--- config.mk ---
export PLATFORM = sky130hd
export DESIGN_NAME = vectored_interrupt_controller
export DESIGN_NICKNAME = d
export VERILOG_FILES = /design/src/sync_edge.v /design/src/prio_resolve.v /design/src/vectored_interrupt_controller.v
export VERILOG_INCLUDE_DIRS = /design/src /design/src/src
export SDC_FILE = /design/constraint.sdc
export NUM_CORES = 1
export LEC_CHECK = 0
export ABC_AREA = 1
export CORE_UTILIZATION = 50
export CTS_CLUSTER_SIZE = 28
export DETAILED_ROUTE_END_ITERATION = 16
export DONT_BUFFER_PORTS = 1
export GPL_TIMING_DRIVEN = 0
export HOLD_SLACK_MARGIN = 0.12
export PLACE_DENSITY = 0.69
export RECOVER_POWER = 25
export SLEW_MARGIN = 15
export SYNTH_ARGS = -nofsm -noshare
export SYNTH_HDL_FRONTEND = slang
export SYNTH_SLANG_ARGS = --single-unit
--- constraint.sdc ---
create_clock -name sys_clk_in -period 1.2 [get_ports sys_clk_in]
set_input_delay 0.24 -clock sys_clk_in [delete_from_list [all_inputs] [get_ports sys_clk_in]]
set_output_delay 0.24 -clock sys_clk_in [all_outputs]
set_load 0.01 [all_outputs]
--- src/vic_regs.vh ---
// Register map, reset values, vectors and codes of the vectored interrupt controller
// Functional notes
// (RULE_01) Watchdog mode 1 overflow: non-maskable, vector 0004H
// (RULE_02) Any pending request raises standby release; the code raises it only for the NMI or an unmasked pending request
// (RULE_03) Lowest priority number wins among maskables
// (RULE_04) Pins 0-2: priorities 1-3, vectors 0006H-000AH
// (RULE_05) Serial receive/transfer share flag; transmit priority 5
// (RULE_06) Timers priorities 6,7; key-return 8, vectors fixed
// (RULE_07) Interval-mode watchdog overflow is maskable priority 0
// (RULE_08) Flags set by event/write, cleared by ack/write
// (RULE_09) Flag bit layout across two flag registers
// (RULE_10) Software writes zero to unused flag bits
// (RULE_11) Watchdog flag accessible only in interval mode
// (RULE_12) Mask 1 blocks servicing; masks reset to FFH
// (RULE_13) Software writes one to unused mask bits
// (RULE_14) Watchdog mask read undefined in watchdog modes
// (RULE_15) Two-bit edge codes per pin; 10 prohibited
// (RULE_16) Output-mode level change on pin sets flag
// (RULE_17) Mask, change edge, clear flag, then unmask
// (RULE_18) Enable bit in status bit 7, cleared on acceptance
// (RULE_19) Key select: bit0 group 0-3, bits 4-7 single
// (RULE_20) Selected key pin falling edge raises key request
// (RULE_21) Selected key pin gets pull-up unless output
// (RULE_22) Mask key source before changing key selection
// (RULE_23) Maskable accepted only with flag, unmasked, enabled
// (RULE_24) Acceptance held while flag/mask registers accessed
// (RULE_25) Inputs synchronised; one flag set per edge
// (RULE_26) Valid plus vector to core; ack clears flag
`ifndef VIC_REGS_VH
`define VIC_REGS_VH

`define ADDR_REQ_LO       16'hFFE0
`define ADDR_REQ_HI       16'hFFE1
`define ADDR_MASK_LO      16'hFFE4
`define ADDR_MASK_HI      16'hFFE5
`define ADDR_EDGE_SEL     16'hFFEC
`define ADDR_KEY_SEL      16'hFFF5

`define RST_REQ           8'h00
`define RST_MASK          8'hFF
`define RST_EDGE_SEL      8'h00
`define RST_KEY_SEL       8'h00
`define RST_PSW           8'h02
`define PSW_IE_BIT        7

// Source indices equal maskable priority numbers
`define SRC_WDT           4'h0
`define SRC_PIN0          4'h1
`define SRC_PIN1          4'h2
`define SRC_PIN2          4'h3
`define SRC_SRX           4'h4
`define SRC_STX           4'h5
`define SRC_TM8           4'h6
`define SRC_TM16          4'h7
`define SRC_KEY           4'h8
`define SRC_NMI           4'h9
`define NUM_SRC           9

`define VEC_NMI           16'h0004
`define VEC_PIN0          16'h0006
`define VEC_PIN1          16'h0008
`define VEC_PIN2          16'h000A
`define VEC_SRX           16'h000C
`define VEC_STX           16'h000E
`define VEC_TM8           16'h0010
`define VEC_TM16          16'h0014
`define VEC_KEY           16'h002A
// Interval-mode watchdog vector (not printed with the maskable row)
`define VEC_WDT_INT       16'h0004

`define WDT_MODE_INTERVAL 2'b00
`define WDT_MODE_1        2'b01
`define WDT_MODE_2        2'b10

`define EDGE_FALL         2'b00
`define EDGE_RISE         2'b01
`define EDGE_BOTH         2'b11

// Low-register layout: bits 6:0 hold sources 0..6; high register bit 7 timer16, bit 0 key
`define LO_SRC_MSB        6
`define HI_TM16_BIT       7
`define HI_KEY_BIT        0

`endif

--- src/sync_edge.v ---
// Two-flop synchroniser with per-bit rising/falling edge detection
`timescale 1ns/100ps
module sync_edge #(
	parameter WIDTH = 3
) (
	input  wire             sys_clk_in,   // System clock
	input  wire             rst_in,       // Synchronous reset, active high
	input  wire [WIDTH-1:0] sig_in,       // Raw pin levels
	input  wire [WIDTH-1:0] rise_sel_in,  // Detect rising edge per bit
	input  wire [WIDTH-1:0] fall_sel_in,  // Detect falling edge per bit
	output wire [WIDTH-1:0] edge_out      // One-cycle pulse per detected edge
);
	reg [WIDTH-1:0] meta;
	reg [WIDTH-1:0] stable;
	reg [WIDTH-1:0] prev;

	// Only the second and third stages feed the edge compare
	always @(posedge sys_clk_in) begin
		if (rst_in) begin
			meta   <= {WIDTH{1'b0}};
			stable <= {WIDTH{1'b0}};
			prev   <= {WIDTH{1'b0}};
		end else begin
			meta   <= sig_in;
			stable <= meta;
			prev   <= stable;
		end
	end

	assign edge_out = (stable & ~prev & rise_sel_in) | (~stable & prev & fall_sel_in); // RULE_25
endmodule // sync_edge

--- src/prio_resolve.v ---
// Fixed-priority resolver returning winning source index and vector
`timescale 1ns/100ps
`include "vic_regs.vh"
module prio_resolve (
	input  wire [8:0]  active_in,   // Requests that may be accepted, by priority index
	input  wire        nmi_in,      // Non-maskable request pending
	output reg         found_out,   // Some request wins
	output reg  [3:0]  idx_out,     // Winning source index
	output wire [15:0] vector_out   // Vector address of the winner
);
	integer i;

	function [15:0] vec_of;
		input [3:0] idx;
		begin
			case (idx)
				`SRC_WDT:  vec_of = `VEC_WDT_INT;
				`SRC_PIN0: vec_of = `VEC_PIN0;  // RULE_04
				`SRC_PIN1: vec_of = `VEC_PIN1;
				`SRC_PIN2: vec_of = `VEC_PIN2;
				`SRC_SRX:  vec_of = `VEC_SRX;   // RULE_05
				`SRC_STX:  vec_of = `VEC_STX;
				`SRC_TM8:  vec_of = `VEC_TM8;   // RULE_06
				`SRC_TM16: vec_of = `VEC_TM16;
				`SRC_KEY:  vec_of = `VEC_KEY;
				default:   vec_of = `VEC_NMI;   // RULE_01
			endcase
		end
	endfunction

	always @* begin
		found_out = 1'b0;
		idx_out   = `SRC_NMI;
		if (nmi_in) begin
			found_out = 1'b1;  // RULE_01
		end else begin
			// Scan downward so the lowest index is the last to land
			for (i = `NUM_SRC - 1; i >= 0; i = i - 1) begin
				if (active_in[i]) begin
					found_out = 1'b1;
					idx_out   = i[3:0];  // RULE_03
				end
			end
		end
	end

	assign vector_out = vec_of(idx_out);
endmodule // prio_resolve

--- src/vectored_interrupt_controller.v ---
// Vectored interrupt controller: flags, masks, edge and key detection, priority, vectors
`timescale 1ns/100ps
`include "vic_regs.vh"
module vectored_interrupt_controller (
	input  wire        sys_clk_in,              // System clock, 20 MHz
	input  wire        rst_in,                  // Synchronous reset, active high
	input  wire [15:0] reg_addr_in,             // Memory-instruction address
	input  wire        reg_wr_in,               // Write strobe
	input  wire        reg_rd_in,               // Read strobe
	input  wire [7:0]  reg_wdata_in,            // Write data
	output reg  [7:0]  reg_rdata_out,           // Read data, held until next read
	input  wire        psw_load_in,             // Core loads status word
	input  wire [7:0]  psw_wdata_in,            // Status word value to load
	output reg  [7:0]  psw_out,                 // Status word
	input  wire [1:0]  wdt_mode_in,             // Watchdog operating mode
	input  wire        watchdog_irq_in,         // Watchdog overflow pulse
	input  wire        uart_rx_done_irq_in,     // UART receive complete pulse
	input  wire        sync_xfer_done_irq_in,   // Synchronous transfer complete pulse
	input  wire        uart_tx_done_irq_in,     // UART transmit complete pulse
	input  wire        timer8_match_irq_in,     // 8-bit timer match pulse
	input  wire        timer16_match_irq_in,    // 16-bit timer match pulse
	input  wire [2:0]  pin_in,                  // External request pin levels
	input  wire [7:0]  key_in,                  // Key-return pin levels
	input  wire [7:0]  key_pin_output_in,       // Key pin is in output mode
	output reg  [7:0]  key_pullup_en_out,       // Pull-up enable per key pin
	input  wire        irq_ack_in,              // Core accepts the presented request
	output reg         irq_valid_out,           // Request presented to core
	output reg  [15:0] irq_vector_out,          // Vector of presented request
	output reg         irq_nmi_out,             // Presented request is non-maskable
	output reg         standby_release_out      // Wake halted or stopped core
);
	////////////////////////////////////////////////////////////////
	reg  [8:0]  req_flag;
	reg  [8:0]  mask_flag;
	reg         nmi_pend;
	reg  [7:0]  pin_edge_select;
	reg  [7:0]  key_pin_select;
	reg  [3:0]  shown_idx;

	reg  [8:0]  next_req_flag;
	reg  [8:0]  next_mask_flag;
	reg  [8:0]  event_set;
	reg  [8:0]  ack_clr;
	reg  [7:0]  next_rdata;

	wire        interval_mode = (wdt_mode_in == `WDT_MODE_INTERVAL);
	wire        ie            = psw_out[`PSW_IE_BIT];
	wire        acc_any       = reg_wr_in | reg_rd_in;
	wire        hit_req_lo    = acc_any & (reg_addr_in == `ADDR_REQ_LO);
	wire        hit_req_hi    = acc_any & (reg_addr_in == `ADDR_REQ_HI);
	wire        hit_mask_lo   = acc_any & (reg_addr_in == `ADDR_MASK_LO);
	wire        hit_mask_hi   = acc_any & (reg_addr_in == `ADDR_MASK_HI);
	wire        flag_access   = hit_req_lo | hit_req_hi | hit_mask_lo | hit_mask_hi;
	wire        wr_req_lo     = reg_wr_in & hit_req_lo;
	wire        wr_req_hi     = reg_wr_in & hit_req_hi;
	wire        wr_mask_lo    = reg_wr_in & hit_mask_lo;
	wire        wr_mask_hi    = reg_wr_in & hit_mask_hi;
	wire        wr_edge       = reg_wr_in & (reg_addr_in == `ADDR_EDGE_SEL);
	wire        wr_key        = reg_wr_in & (reg_addr_in == `ADDR_KEY_SEL);

	////////////////////////////////////////////////////////////////
	// Edge selection decode per pin; code 10 detects nothing
	function [1:0] edge_dec;  // {rise, fall}
		input [1:0] code;
		begin
			case (code)
				`EDGE_FALL: edge_dec = 2'b01;
				`EDGE_RISE: edge_dec = 2'b10;
				`EDGE_BOTH: edge_dec = 2'b11;
				default:    edge_dec = 2'b00;
			endcase
		end
	endfunction

	wire [1:0] pin0_sel = edge_dec(pin_edge_select[3:2]);  // RULE_15
	wire [1:0] pin1_sel = edge_dec(pin_edge_select[5:4]);
	wire [1:0] pin2_sel = edge_dec(pin_edge_select[7:6]);
	wire [2:0] pin_edge;
	wire [7:0] key_edge;
	wire [7:0] key_enable = {key_pin_select[7:4], {4{key_pin_select[0]}}};  // RULE_19

	// Pad level is sampled even in output mode, so driven changes set flags
	sync_edge #(.WIDTH(3)) u_pin_edge (  // RULE_16
		.sys_clk_in  (sys_clk_in),
		.rst_in      (rst_in),
		.sig_in      (pin_in),
		.rise_sel_in ({pin2_sel[1], pin1_sel[1], pin0_sel[1]}),
		.fall_sel_in ({pin2_sel[0], pin1_sel[0], pin0_sel[0]}),
		.edge_out    (pin_edge)
	);

	sync_edge #(.WIDTH(8)) u_key_edge (  // RULE_20
		.sys_clk_in  (sys_clk_in),
		.rst_in      (rst_in),
		.sig_in      (key_in),
		.rise_sel_in (8'h00),
		.fall_sel_in (key_enable),
		.edge_out    (key_edge)
	);

	////////////////////////////////////////////////////////////////
	// Priority resolution
	wire [8:0]  active = req_flag & ~mask_flag & {9{ie}};  // RULE_23
	wire        win_found;
	wire [3:0]  win_idx;
	wire [15:0] win_vector;

	prio_resolve u_prio (
		.active_in  (active),
		.nmi_in     (nmi_pend),
		.found_out  (win_found),
		.idx_out    (win_idx),
		.vector_out (win_vector)
	);

	////////////////////////////////////////////////////////////////
	// Flag and mask next values: event set beats ack or write clear
	always @* begin
		event_set            = 9'h000;
		event_set[`SRC_WDT]  = watchdog_irq_in & interval_mode;  // RULE_07
		event_set[`SRC_PIN0] = pin_edge[0];                      // RULE_04
		event_set[`SRC_PIN1] = pin_edge[1];
		event_set[`SRC_PIN2] = pin_edge[2];
		event_set[`SRC_SRX]  = uart_rx_done_irq_in | sync_xfer_done_irq_in;  // RULE_05
		event_set[`SRC_STX]  = uart_tx_done_irq_in;
		event_set[`SRC_TM8]  = timer8_match_irq_in;              // RULE_06
		event_set[`SRC_TM16] = timer16_match_irq_in;
		event_set[`SRC_KEY]  = |key_edge;                        // RULE_20

		ack_clr = 9'h000;
		if (irq_ack_in & irq_valid_out & ~irq_nmi_out) begin
			ack_clr[shown_idx] = 1'b1;  // RULE_26
		end

		next_req_flag = req_flag;
		if (wr_req_lo) begin
			next_req_flag[`LO_SRC_MSB:0] = reg_wdata_in[`LO_SRC_MSB:0];  // RULE_09
			if (!interval_mode) begin
				next_req_flag[`SRC_WDT] = 1'b0;  // RULE_11
			end
		end
		if (wr_req_hi) begin
			next_req_flag[`SRC_TM16] = reg_wdata_in[`HI_TM16_BIT];
			next_req_flag[`SRC_KEY]  = reg_wdata_in[`HI_KEY_BIT];
		end
		next_req_flag = (next_req_flag & ~ack_clr) | event_set;  // RULE_08

		next_mask_flag = mask_flag;
		if (wr_mask_lo) begin
			next_mask_flag[`LO_SRC_MSB:0] = reg_wdata_in[`LO_SRC_MSB:0];  // RULE_12
		end
		if (wr_mask_hi) begin
			next_mask_flag[`SRC_TM16] = reg_wdata_in[`HI_TM16_BIT];
			next_mask_flag[`SRC_KEY]  = reg_wdata_in[`HI_KEY_BIT];
		end
	end

	// Read mux; unused flag bits read 0, unused mask bits read 1
	always @* begin
		case (reg_addr_in)
			`ADDR_REQ_LO:   next_rdata = {1'b0, req_flag[`LO_SRC_MSB:1], req_flag[`SRC_WDT] & interval_mode};  // RULE_11
			`ADDR_REQ_HI:   next_rdata = {req_flag[`SRC_TM16], 6'b00_0000, req_flag[`SRC_KEY]};
			// Watchdog mask reads back as stored; undefined in watchdog modes anyway
			`ADDR_MASK_LO:  next_rdata = {1'b1, mask_flag[`LO_SRC_MSB:0]};  // RULE_14
			`ADDR_MASK_HI:  next_rdata = {mask_flag[`SRC_TM16], 6'b11_1111, mask_flag[`SRC_KEY]};
			`ADDR_EDGE_SEL: next_rdata = pin_edge_select;
			`ADDR_KEY_SEL:  next_rdata = key_pin_select;
			default:        next_rdata = 8'h00;
		endcase
	end

	////////////////////////////////////////////////////////////////
	always @(posedge sys_clk_in) begin
		if (rst_in) begin
			req_flag        <= {`NUM_SRC{1'b0}};  // RULE_08
			mask_flag       <= {`NUM_SRC{1'b1}};  // RULE_12
			nmi_pend        <= 1'b0;
			pin_edge_select <= `RST_EDGE_SEL;
			key_pin_select  <= `RST_KEY_SEL;
			reg_rdata_out   <= 8'h00;
			psw_out         <= `RST_PSW;          // RULE_18
		end else begin
			req_flag  <= next_req_flag;
			mask_flag <= next_mask_flag;
			// Overflow in mode 1 is non-maskable; set beats the ack clear
			if (watchdog_irq_in && wdt_mode_in == `WDT_MODE_1) begin
				nmi_pend <= 1'b1;  // RULE_01
			end else if (irq_ack_in & irq_valid_out & irq_nmi_out) begin
				nmi_pend <= 1'b0;
			end
			if (wr_edge) begin
				pin_edge_select <= {reg_wdata_in[7:2], 2'b00};  // RULE_15
			end
			if (wr_key) begin
				key_pin_select <= {reg_wdata_in[7:4], 3'b000, reg_wdata_in[0]};  // RULE_19
			end
			if (reg_rd_in) begin
				reg_rdata_out <= next_rdata;
			end
			// Acceptance clears the enable bit after any core load
			if (psw_load_in) begin
				psw_out <= psw_wdata_in;
			end
			if (irq_ack_in & irq_valid_out) begin
				psw_out[`PSW_IE_BIT] <= 1'b0;  // RULE_18
			end
		end
	end

	////////////////////////////////////////////////////////////////
	// Presented request; cleared the cycle after ack so a stale winner never repeats
	always @(posedge sys_clk_in) begin
		if (rst_in) begin
			irq_valid_out       <= 1'b0;
			irq_vector_out      <= `VEC_NMI;
			irq_nmi_out         <= 1'b0;
			shown_idx           <= `SRC_NMI;
			standby_release_out <= 1'b0;
			key_pullup_en_out   <= 8'h00;
		end else begin
			irq_valid_out       <= win_found & ~flag_access & ~irq_ack_in;  // RULE_24
			irq_vector_out      <= win_vector;                              // RULE_26
			irq_nmi_out         <= nmi_pend;
			shown_idx           <= win_idx;
			standby_release_out <= nmi_pend | (|(req_flag & ~mask_flag));  // RULE_02
			key_pullup_en_out   <= key_enable & ~key_pin_output_in;        // RULE_21
		end
	end
endmodule // vectored_interrupt_controller

# After elaboration in Yosys (flattened, before gate mapping)
# Memory sizes are Yosys's and may differ from the RTL's. A register that Yosys moved wholly into a read port is not among the register bits.
# Index checks and enable logic that the tools add are counted.
[totals]
output_inout_bits = 43
ff_bits = 110
input_bits = 65
mem_bits_ro = 80
mem_count = 1
word_cells = 123
[mem_list]
columns = ["name", "words", "width", "read_ports", "rd_clocked_by_memory_dff", "write_ports", "line", "text"]
rows = [
  ["(name not given)", 16, 5, 1, 1, 0, "prio_resolve.v:16", "case (idx)"],
]
[classes]
muxes = 32
n_bitwise = 44
n_lt_le_gt_ge = 2
eq_ne = 13
n_reduce_logical = 10
[op_table]
columns = ["operator", "n"]
rows = [
  ["equality test 16 bit (second input constant)", 6],
  ["case mux 8 bit (6 select lines)", 1],
  ["2-to-1 mux 4 bit", 9],
  ["bitwise AND 9 bit", 3],
  ["bitwise AND 8 bit", 3],
  ["NOT 9 bit", 2],
  ["case mux 2 bit (3 select lines)", 3],
  ["bitwise AND 1 bit", 17],
  ["NOT 8 bit", 2],
  ["2-to-1 mux 1 bit", 15],
  ["bitwise AND 3 bit", 4],
  ["2-to-1 mux 9 bit", 1],
  ["OR 9 bit", 1],
  ["OR reduction 9 bit", 1],
  ["equality test 2 x 1 -> 1 bit (second input constant)", 4],
  ["logical NOT 2 bit", 4],
  ["OR reduction 8 bit", 1],
  ["2-to-1 mux 7 bit", 1],
  ["equality test 2 bit (second input constant)", 3],
  ["NOT 3 bit", 2],
  ["OR 1 bit", 6],
  ["less-than comparator 4 x 5 -> 1 bit (second input constant)", 1],
  ["demux 1 bit (select 4 bit)", 1],
  ["greater-or-equal comparator 4 x 1 -> 1 bit (second input constant)", 1],
  ["6 further kinds", 9],
]

# Depth between registers and ports, before layout
# Gate-level depths: netlist (run 1).
[depth]
depth_word = 15
mapped_depth = 13
mapped_depth_nobuf = 13

# Hierarchy
# A second synthesis (run 1) with hierarchy kept.
[unflattened]
hier_cells = 653
area_unflattened_um2 = 4867.2
[modules_own_cells]
columns = ["module", "area_per_inst_um2", "cells_each", "instances"]
rows = [
  ["vectored_interrupt_controller", 3410.8, 447, 1],
  ["sync_edge at u_key_edge", 823.3, 106, 1],
  ["prio_resolve", 321.6, 60, 1],
  ["sync_edge at u_pin_edge", 311.5, 40, 1],
]

# Least setup slack after synthesis (run 1)
# Ideal clock, no wire load.
[synth_path]
path_kind = "flip-flop to flip-flop"
start = "register psw_out[7]"
end = "register irq_vector_out[1]"
arrival_time_ps = 1306
setup_time_ps = 70
path_buffers = 1
t_required_ps = 1130
setup_slack_ps = -176
stages_incl_launch_ff = 12
path_cell_list = "dfxtp_1 > buf_2 > nand3_1 > nand2_1 > inv_1 > nand2_1 > inv_1 > nand2_1 > nand2_1 > nor2_1 > nand3_1 > a21oi_1"
[synth_via]
elab_chain_len = 11
[synth_rtl]
columns = ["element", "line", "text"]
rows = [
  ["from (decl)", "vectored_interrupt_controller.v:14", "output reg [7:0] psw_out,"],
  ["from (signal assigned)", "vectored_interrupt_controller.v:181", "psw_out <= `RST_PSW;"],
  ["from (signal assigned)", "vectored_interrupt_controller.v:202", "psw_out <= psw_wdata_in;"],
  ["bitwise AND 9 bit (*)", "vectored_interrupt_controller.v:103", "wire [8:0] active = req_flag & ~mask_flag & {9{ie}};"],
  ["2-to-1 mux 1 bit", "prio_resolve.v:39", "if (active_in[i]) begin"],
  ["2-to-1 mux 4 bit (7 in a row)", "prio_resolve.v:39", ""],
  ["2-to-1 mux 4 bit (*)", "prio_resolve.v:39", ""],
  ["2-to-1 mux 4 bit (*)", "prio_resolve.v:34", "if (nmi_in) begin"],
  ["to (decl)", "vectored_interrupt_controller.v:28", "output reg [15:0] irq_vector_out,"],
]
# Every way passes the cells marked *; elsewhere a longest branch is shown, timed or not.
# A chain may end at the register's enable or synchronous reset.

# Final worst setup path (run 1)
# Same ends and word-level chain as after synthesis.

==> results.ini, run 1 <==
[drt]
via_per_inst = 5.23
dr.pass1.iters = 4
remaining_drc_errors = 0
ant_nets = 0
routed-via-count = 4210
routedWlPerCell_um = 15.3
first_iter_violations = 193
totalWireLength_um = 12300

[final_layout]
regArea_mm2 = 0.00201
postLayoutCellArea_mm2 = 0.00577
nNetsFinal = 763
fin_util_pct = 66.5
multi_input_area_mm2 = 0.00229
drive_gt1_share_pct = 22.1
synthToLayoutAreaGrowth_pct = 29.7
fillerInstances = 768
diodes = 0

[sta]
drv_slew = 0
tightest_slew_ps = 682
setup_ws_ps = -312
fmax_mhz = 661
rsz0062_at_grt = yes
hold_viol = 0
fin_crit_sh_pct = 126
period_minus_slack_ps = 1510
setup-violations-final = 11
fin_skew_ps = 7.99
relSlewSlack_pct = 54.5

[placement]
dpl_cell_area_mm2 = 0.00469
globalplace.congestion = 0.894
port_buffers = 0
detailed_place_hpwl_um = 8620
pre_cts_ws_ps = -394

[cts]
cts_buffers = 9
clockBufferDepth = 2
cts_tree = done
htree_levels = 3
path_clk_slew_ps = 110
clockRootBuffer = clkbuf_8
clk_latency_ps = 370
numClockSinks = 99

[global_routing]
grt_max_degree = 22
antenna_found_initial = 0
groute.usage.overall_pct = 26.7
grt_overflow = 0
grt_pass1_wl_um = 18100
grt_pass1_vias = 3818

[yosys]
synth_most_common_cell = nand2_1
ys_async_sr_fraction_pct = 0
yosys_warnings = 0
syn_avg_cell_area_um2 = 7.27
yosys.area.top_type_share_pct = 44.6
netlist_top_cells_count = nand2_1 (132), dfxtp_1 (99), inv_1 (86), nor2_1 (85), nand3_1 (55)
syn_area_mm2 = 0.00445
synth-edff-count = 0
synth_area_leaders = dfxtp_1 (45%), nand2_1 (11%), inv_1 (7.3%)
synth_cells = 612
synth_top_area_cell = dfxtp_1
seq_area_frac_synth_pct = 44.6
synth-seq-cells = 99
ys.flop_type = dfxtp_1
yosysUniqueCellTypes = 38

[power_and_ir_drop]
clkPwrFrac_pct = 36.0
p_comb_share_pct = 8.5
ir_drop_mv = 0.729
switching_share_pct = 28.0
p_leak_nw = 2.62
switchingPower_mw = 1.73
pwr-share-seq_pct = 55.5
internal_power_mw = 4.45
fin_total_pwr_mw = 6.19
p_per_area_mw_per_mm2 = 1070

[worst_setup_path]
start_kind = register
cp.required_ps = 1510
worstSetupPathType = register to register
worstPathMaxFanout = 5
crit_arrival_ps = 1820
crit_path_end_kind = register

[floorplanning]
start_util_pct = 51.3
rows = 34
dieArea_mm2 = 0.00928
io-pin-count = 108
die_w_um = 96.3
core_region_area_mm2 = 0.00868
chipHeight_um = 96.3

[worst_hold_path]
holdCritPathClass = input port to register

[status]
violations = setup timing
status = finished, violations left

[run]
cap_violations = 0

power by group through the flow:
| stage | clock network, mW | logic [mW] | registers (mW) |
|---|---|---|---|
| floorplan | 0 | 0.284 | 3.49 |
| global placement | 0 | 0.353 | 3.50 |
| detailed placement | 0 | 0.360 | 3.50 |
| CTS | 2.27 | 0.512 | 3.43 |
| global route | 2.41 | 0.585 | 3.44 |
| finish | 2.23 | 0.527 | 3.43 |
area by class of cell:
type	count	share of cell area (%)
Buffer	27	2.86
Tap cell	108	2.34
Sequential cell	99	34.8
Clock buffer	9	2.15
Multi-Input combinational cell	398	39.6
Inverter	98	6.38
Timing Repair Buffer	59	10.3
Clock inverter	7	1.54
per-stage QoR:
step / cells / setup TNS (ps) / hold slack, ps
2_1_floorplan: 622 / -607 / 312
3_3_place_gp: 730 / -14990 / 313
3_5_place_dp: 730 / -18540 / 315
4_1_cts: 801 / -1750 / 128
5_1_grt: 805 / -2880 / 149
6_report: 805 / -2100 / 154
critical path, stage by stage, from the launching register on:
cell,delay (ps)
dfxtp_4,450
buf_8,150
nand3_1,70
nand2_1,70
inv_1,60
nand2_4,90
inv_2,50
nand2_4,90
nand2_2,70
nor2_4,130
nand3_2,80
a21oi_2,130
path summary, 6_finish.rpt:
kind,start,to,slack [ps],cells after the start
max,psw_out[7],irq_vector_out[1],-310,11
min,reg_wr_in,mask_flag[7],150,2
max reg2reg,psw_out[7],irq_vector_out[1],-310,11
min reg2reg,u_key_edge.meta[3],u_key_edge.stable[3],410,2
flip-flops by register name, indices dropped and copies added, names as in the netlist, 6 cells and up:
| name | cells |
|---|---|
| reg_rdata_out | 8 |
| psw_out | 8 |
| u_key_edge.prev | 8 |
| u_key_edge.stable | 8 |
| req_flag | 9 |
| mask_flag | 9 |
| u_key_edge.meta | 8 |
| key_pullup_en_out | 8 |
| pin_edge_select | 6 |
timing repair:
action / in CTS / in global routing
pin swaps: 14 / 27
setup endpoints to repair: 20 / 27
gates resized for setup: 39 / 52
hold buffers: 47 / 0
buffers inserted: 7 / 4
cloned: 1 / 0
endpoints found under the hold margin: 54 / 0
cell families after synthesis:
group                    count (synthesis)  synth area share, %
AND/OR/NAND/NOR                        312                 32.4
buffers and inverters                  125                 11.7
flip-flops                              99                 44.6
AO/OA/AOI/OAI                           69                 9.56
adder cells (fa/ha/maj)                  6                 1.69
other                                    1               0.0843
cell usage in the layout, fill, tap and decap left out, drive strengths merged:
| master | synthesis | routed |
|---|---|---|
| o21ai | 15 | 15 |
| a21oi | 34 | 34 |
| nor4 | 2 | 2 |
| a21boi | 1 | 1 |
| nand2 | 137 | 137 |
| clkbuf | 9 | 19 |
| clkinv | 1 | 4 |
| inv | 97 | 101 |
| a31oi | 4 | 4 |
| buf | 18 | 29 |
| o22ai | 2 | 2 |
| conb | 1 | 11 |
| a221oi | 1 | 1 |
| nand4 | 11 | 11 |
| nor3 | 11 | 11 |
| o211ai | 11 | 11 |
| ha | 6 | 6 |
| nor2 | 92 | 92 |
| o41ai | 1 | 1 |
| nand3b | 3 | 3 |
| nand3 | 56 | 56 |
| dfxtp | 99 | 99 |
| dlygate4sd3 | 0 | 47 |
metal layers:
| metal | vias up | track usage (%) | share of wire, % |
|---|---|---|---|
| met1 | 1954 | 32.2 | 43 |
| met2 | 158 | 46.0 | 48 |
| li1 | 2074 | - | - |
| met4 | 0 | 10.4 | 2.4 |
| met5 | - | 0 | 0 |
| met3 | 24 | 6.24 | 6.3 |
Note: power is estimated with default switching activity, not from simulation.
==> run 2: changes to the inputs <==
--- a/config.mk
+++ b/config.mk
@@ -7,15 +7,17 @@
 export NUM_CORES = 1
 export LEC_CHECK = 0
 export ABC_AREA = 1
-export CORE_UTILIZATION = 50
+export CELL_PAD_IN_SITES_DETAIL_PLACEMENT = 0
+export CELL_PAD_IN_SITES_GLOBAL_PLACEMENT = 1
+export CORE_UTILIZATION = 40
 export CTS_CLUSTER_SIZE = 28
 export DETAILED_ROUTE_END_ITERATION = 16
 export DONT_BUFFER_PORTS = 1
 export GPL_TIMING_DRIVEN = 0
 export HOLD_SLACK_MARGIN = 0.12
-export PLACE_DENSITY = 0.69
+export PLACE_DENSITY = 0.75
 export RECOVER_POWER = 25
-export SLEW_MARGIN = 15
+export SLEW_MARGIN = 20
 export SYNTH_ARGS = -nofsm -noshare
 export SYNTH_HDL_FRONTEND = slang
 export SYNTH_SLANG_ARGS = --single-unit
==> results.ini, run 2 (same netlist as run 1, synthesis figures left out) <==
[placement]
globalplace.congestion = 0.927
dpl_cell_area_mm2 = 0.00473
port_buffers = 0
detailed_place_hpwl_um = 9030

[status]
status = finished, violations left
violations = setup timing

[worst_setup_path]
crit_path_end_kind = register
reg2reg_from = mask_flag[0]
worstSetupPathType = register to register
rr_worst_depth = 8
worstPathMaxFanout = 4
r2r_slack_ps = -270
start_kind = register
crit_arrival_ps = 1730
rr_endpoint = irq_valid_out
cp.required_ps = 1460

[global_routing]
antenna_found_initial = 0
grt_max_degree = 19
grt_pass1_wl_um = 18900
grt_pass1_vias = 3732
grt_overflow = 0
groute.usage.overall_pct = 22.3

[drt]
totalWireLength_um = 12500
routedWlPerCell_um = 14.9
routed-via-count = 4047
ant_nets = 0
first_iter_violations = 173
dr.pass1.iters = 4
remaining_drc_errors = 0
via_per_inst = 4.84

[sta]
relSlewSlack_pct = 52.0
fmax_mhz = 682
drv_slew = 0
fin_crit_sh_pct = 122
setup-violations-final = 13
setup_ws_ps = -267
period_minus_slack_ps = 1470
fin_skew_ps = 13.1
rsz0062_at_grt = yes
tightest_slew_ps = 721
hold_viol = 0

[floorplanning]
core_region_area_mm2 = 0.0108
start_util_pct = 41.0
rows = 38
die_w_um = 107
io-pin-count = 108
chipHeight_um = 107
dieArea_mm2 = 0.0115

[power_and_ir_drop]
switchingPower_mw = 1.67
switching_share_pct = 27.3
ir_drop_mv = 0.780
clkPwrFrac_pct = 35.3
internal_power_mw = 4.44
pwr-share-seq_pct = 56.1
fin_total_pwr_mw = 6.10
p_comb_share_pct = 8.5
p_per_area_mw_per_mm2 = 1060
p_leak_nw = 2.62

[final_layout]
final_common_cell = nand2_1
synthToLayoutAreaGrowth_pct = 30.0
reg.largest.list = mask_flag: 9 flops, req_flag: 9 flops
drive_gt1_share_pct = 22.7
postLayoutCellArea_mm2 = 0.00578
diodes = 0
final_cell_mix = nand2_1 (113), dfxtp_1 (83), inv_1 (76), nor2_1 (74), dlygate4sd3_1 (45)
fillerInstances = 1064
nNetsFinal = 763

[cts]
htree_levels = 3
cts_tree = done
path_clk_slew_ps = 110
numClockSinks = 99
clk_latency_ps = 390
clockRootBuffer = clkbuf_8
clockBufferDepth = 2
cts_buffers = 9

[worst_hold_path]
holdCritPathClass = input port to register
min_to = req_flag[7]
holdPathStages = 2
worstHoldStart = reg_wdata_in[7]

[run]
cap_violations = 0

[run 2: stage by stage]
stage | utilization (%) | std cells | setup slack [ps] | hold WS, ps | TNS [ps]
6_report | 53.4 | 837 | -267 | 121 | -2030
5_1_grt | 53.4 | 837 | -373 | 131 | -3210
4_1_cts | 51.7 | 832 | -229 | 125 | -1490
3_5_place_dp | 43.6 | 762 | -395 | 315 | -12820
3_3_place_gp | 43.6 | 762 | -345 | 314 | -11690
2_1_floorplan | - | 622 | -64.8 | 312 | -607
[run 2: power by group through the flow]
stage	Sequential (mW)	Combinational (mW)	Clock, mW
2_1_floorplan	3.49	0.284	0
3_3_place_gp	3.50	0.359	0
3_5_place_dp	3.50	0.364	0
4_1_cts	3.43	0.510	2.20
5_1_grt	3.44	0.578	2.34
6_report	3.43	0.521	2.16
[run 2: worst max path at each step]
stage / from / to / slack (ps) / depth (start not counted)
finish: mask_flag[0] / irq_valid_out / -270 / 8
global route: psw_out[7] / irq_vector_out[3] / -370 / 11
CTS: psw_out[7] / irq_vector_out[1] / -230 / 11
detailed placement: mask_flag[0] / irq_vector_out[1] / -390 / 9
global placement: mask_flag[0] / irq_vector_out[2] / -350 / 9
floorplan: psw_out[7] / irq_vector_out[1] / -60 / 9
[run 2: area by class of cell]
| type | count | area, µm² | area share (%) |
|---|---|---|---|
| Buffer | 27 | 164 | 2.83 |
| Clock buffer | 10 | 138 | 2.38 |
| Clock inverter | 6 | 57.6 | 0.995 |
| Inverter | 98 | 368 | 6.36 |
| Multi-Input combinational cell | 398 | 2290 | 39.6 |
| Sequential cell | 99 | 2020 | 34.9 |
| Tap cell | 140 | 175 | 3.03 |
| Timing Repair Buffer | 59 | 572 | 9.89 |
[run 2: timing repair]
item	in CTS	in global routing
hold endpoints to repair	51	0
setup endpoints to repair	20	19
hold buffers	46	0
cloned	1	0
setup buffers	7	5
pin swaps	16	22
gates resized for setup	52	42
[run 2: worst max-delay path, stage by stage, from the launching register on]
cell,delay (ps)
dfxtp_1,410
inv_1,100
nand3_2,160
nand2_2,100
nor2_4,160
nand2_2,90
buf_4,150
o21ai_2,110
a21oi_1,50
[run 2: metal layers]
layer  vias to the layer above  wire length (µm)  GRT usage, %
li1                       2072                 -             -
met1                      1831              5360          27.3
met2                       119              5800          36.2
met3                        25               941          5.02
met4                         0               357          12.4
met5                         -                 0             0
==> run 3: changes to the inputs <==
--- a/config.mk
+++ b/config.mk
@@ -13,7 +13,6 @@
 export CTS_CLUSTER_SIZE = 28
 export DETAILED_ROUTE_END_ITERATION = 16
 export DONT_BUFFER_PORTS = 1
-export GPL_TIMING_DRIVEN = 0
 export HOLD_SLACK_MARGIN = 0.12
 export PLACE_DENSITY = 0.75
 export RECOVER_POWER = 25
==> results.ini, run 3 (same netlist as run 1, synthesis figures left out) <==
[floorplanning]
start_util_pct = 41.0
dieArea_mm2 = 0.0115
rows = 38
chipHeight_um = 107
io-pin-count = 108
die_w_um = 107
core_region_area_mm2 = 0.0108

[status]
violations = DRC, hold timing, setup timing
status = finished, violations left

[worst_hold_path]
holdCritPathClass = input port to register

[final_layout]
fillerInstances = 1033
diodes = 0
nNetsFinal = 812
layoutNonFillerInstCount = 886
synthToLayoutAreaGrowth_pct = 39.3
drive_gt1_share_pct = 26.8
final_common_cell = nand2_1
final_cell_mix = nand2_1 (114), dfxtp_1 (86), inv_1 (74), nor2_1 (74), buf_4 (65)
reg.largest.list = mask_flag: 9 flops, req_flag: 9 flops

[drt]
routed-via-count = 4307
totalWireLength_um = 13100
routedWlPerCell_um = 14.7
via_per_inst = 4.86
remaining_drc_errors = 1
first_iter_violations = 185
dr.pass1.iters = 11
ant_nets = 0

[cts]
htree_levels = 3
clockRootBuffer = clkbuf_8
numClockSinks = 99
cts_tree = done
holdBufCountCts = 61
path_clk_slew_ps = 110
clockBufferDepth = 2
clk_latency_ps = 390
cts_buffers = 9

[worst_setup_path]
rr_worst_depth = 9
worstSetupPathType = register to register
cp-endpoint = irq_vector_out[1]
cp.required_ps = 1530
crit_arrival_ps = 1750
startpoint = psw_out[7]
worstPathMaxFanout = 6
cp_top_family = simple AND/OR/NAND/NOR gates
start_kind = register
slowest_delay_ps = 420
cp_cell_sequence = buf_6, nand3b_1, nand2_2, inv_1, nand2_2, nor2_2, nor2_2, nand3_1, a21oi_1
worst-path-buf-inv = 2
r2r_slack_ps = -230
reg2reg_from = psw_out[7]
crit_slowest_cell = dfxtp_4
rr_endpoint = irq_vector_out[1]
crit_path_end_kind = register
cp.depth = 9

[placement]
port_buffers = 0
pre_cts_ws_ps = -314
globalplace.congestion = 0.882
detailed_place_hpwl_um = 9080
place_inst = 799

[global_routing]
antenna_found_initial = 0
top_usage_layer = met2
grt_pass1_wl_um = 20700
grt_overflow = 0
grt_use_met3_pct = 5.15
grt_max_degree = 66
met1_usage_pct = 30.3
use_met2_pct = 39.3
grt_pass1_vias = 4192
groute.usage.overall_pct = 23.8

[sta]
rsz0062_at_grt = yes
fin_skew_ps = 17.1
period_minus_slack_ps = 1430
fin_hold_ws_ps = -59.2
fmax_mhz = 701
fin_crit_sh_pct = 119
setup-violations-final = 18
setup_ws_ps = -226
hold_viol = 29
drv_slew = 0

[power_and_ir_drop]
switching_share_pct = 26.4
p_leak_nw = 2.93
clkPwrFrac_pct = 37.3
p_per_area_mw_per_mm2 = 1020
p_comb_share_pct = 8.5
internal_power_mw = 4.66
switchingPower_mw = 1.67
pwr-share-seq_pct = 54.1
ir_drop_mv = 0.880

[run]
cap_violations = 0

## run 3: changes by cell type in the layout (fill, tap and decap cells not counted), sizes merged
cell          delta
buf             +42
bufinv           +1
clkbuf           -9
dlygate4sd3     +16
dlymetal6s4s     -1
## run 3: layout make-up
type / instances / area, µm² / share of cell area, %
clock buffer: 9 / 124 / 2.00
clock inverter: 7 / 93.8 / 1.51
inverter: 98 / 368 / 5.94
multi-input combinational: 398 / 2230 / 36.0
sequential: 99 / 2000 / 32.3
tap: 140 / 175 / 2.83
timing repair buffer: 135 / 1200 / 19.4
## run 3: repair_timing
item	4_1_cts	5_1_grt
endpoints found under the setup margin	14	21
setup buffers	4	7
gates resized for setup	29	56
endpoints found under the hold margin	90	31
pin swaps	13	26
## run 3: through the flow
step,utilization (%),power [mW],TNS [ps],cell area [µm²]
after global routing,57.2,6.59,-3900,6200
after global placement,46.8,3.84,-6500,5070
after floorplan,-,3.77,-607,4550
final,57.2,6.32,-1620,6200
after detailed placement,46.8,3.85,-6940,5070
after CTS,55.4,6.34,-1370,6010
## run 3: metal layers
layer / share of wire, % / wire [µm] / vias to the layer above
li1: - / - / 2175
met1: 44 / 5810 / 1994
met2: 48 / 6270 / 120
met3: 5.4 / 707 / 18
met4: 2.1 / 279 / 0
met5: 0 / 0 / -
## run 3: worst min-delay path by stage
| stage | cells past startpoint | startpoint | slack, ps | end |
|---|---|---|---|---|
| 6_report | 1 | rst_in | -60 | req_flag[2] |
| 5_1_grt | 1 | rst_in | -90 | req_flag[2] |
| 4_1_cts | 1 | rst_in | -110 | req_flag[2] |
| 3_5_place_dp | 1 | key_pin_output_in[6] | 310 | key_pullup_en_out[6] |
| 3_3_place_gp | 1 | key_pin_output_in[0] | 310 | key_pullup_en_out[0] |
| 2_1_floorplan | 1 | key_pin_output_in[4] | 310 | key_pullup_en_out[4] |
## run 3: power groups by stage
stage	logic (mW)	clock network (mW)	registers, mW
floorplan	0.284	0	3.49
global placement	0.338	0	3.50
detailed placement	0.346	0	3.50
CTS	0.515	2.40	3.42
global route	0.596	2.56	3.43
finish	0.538	2.36	3.42
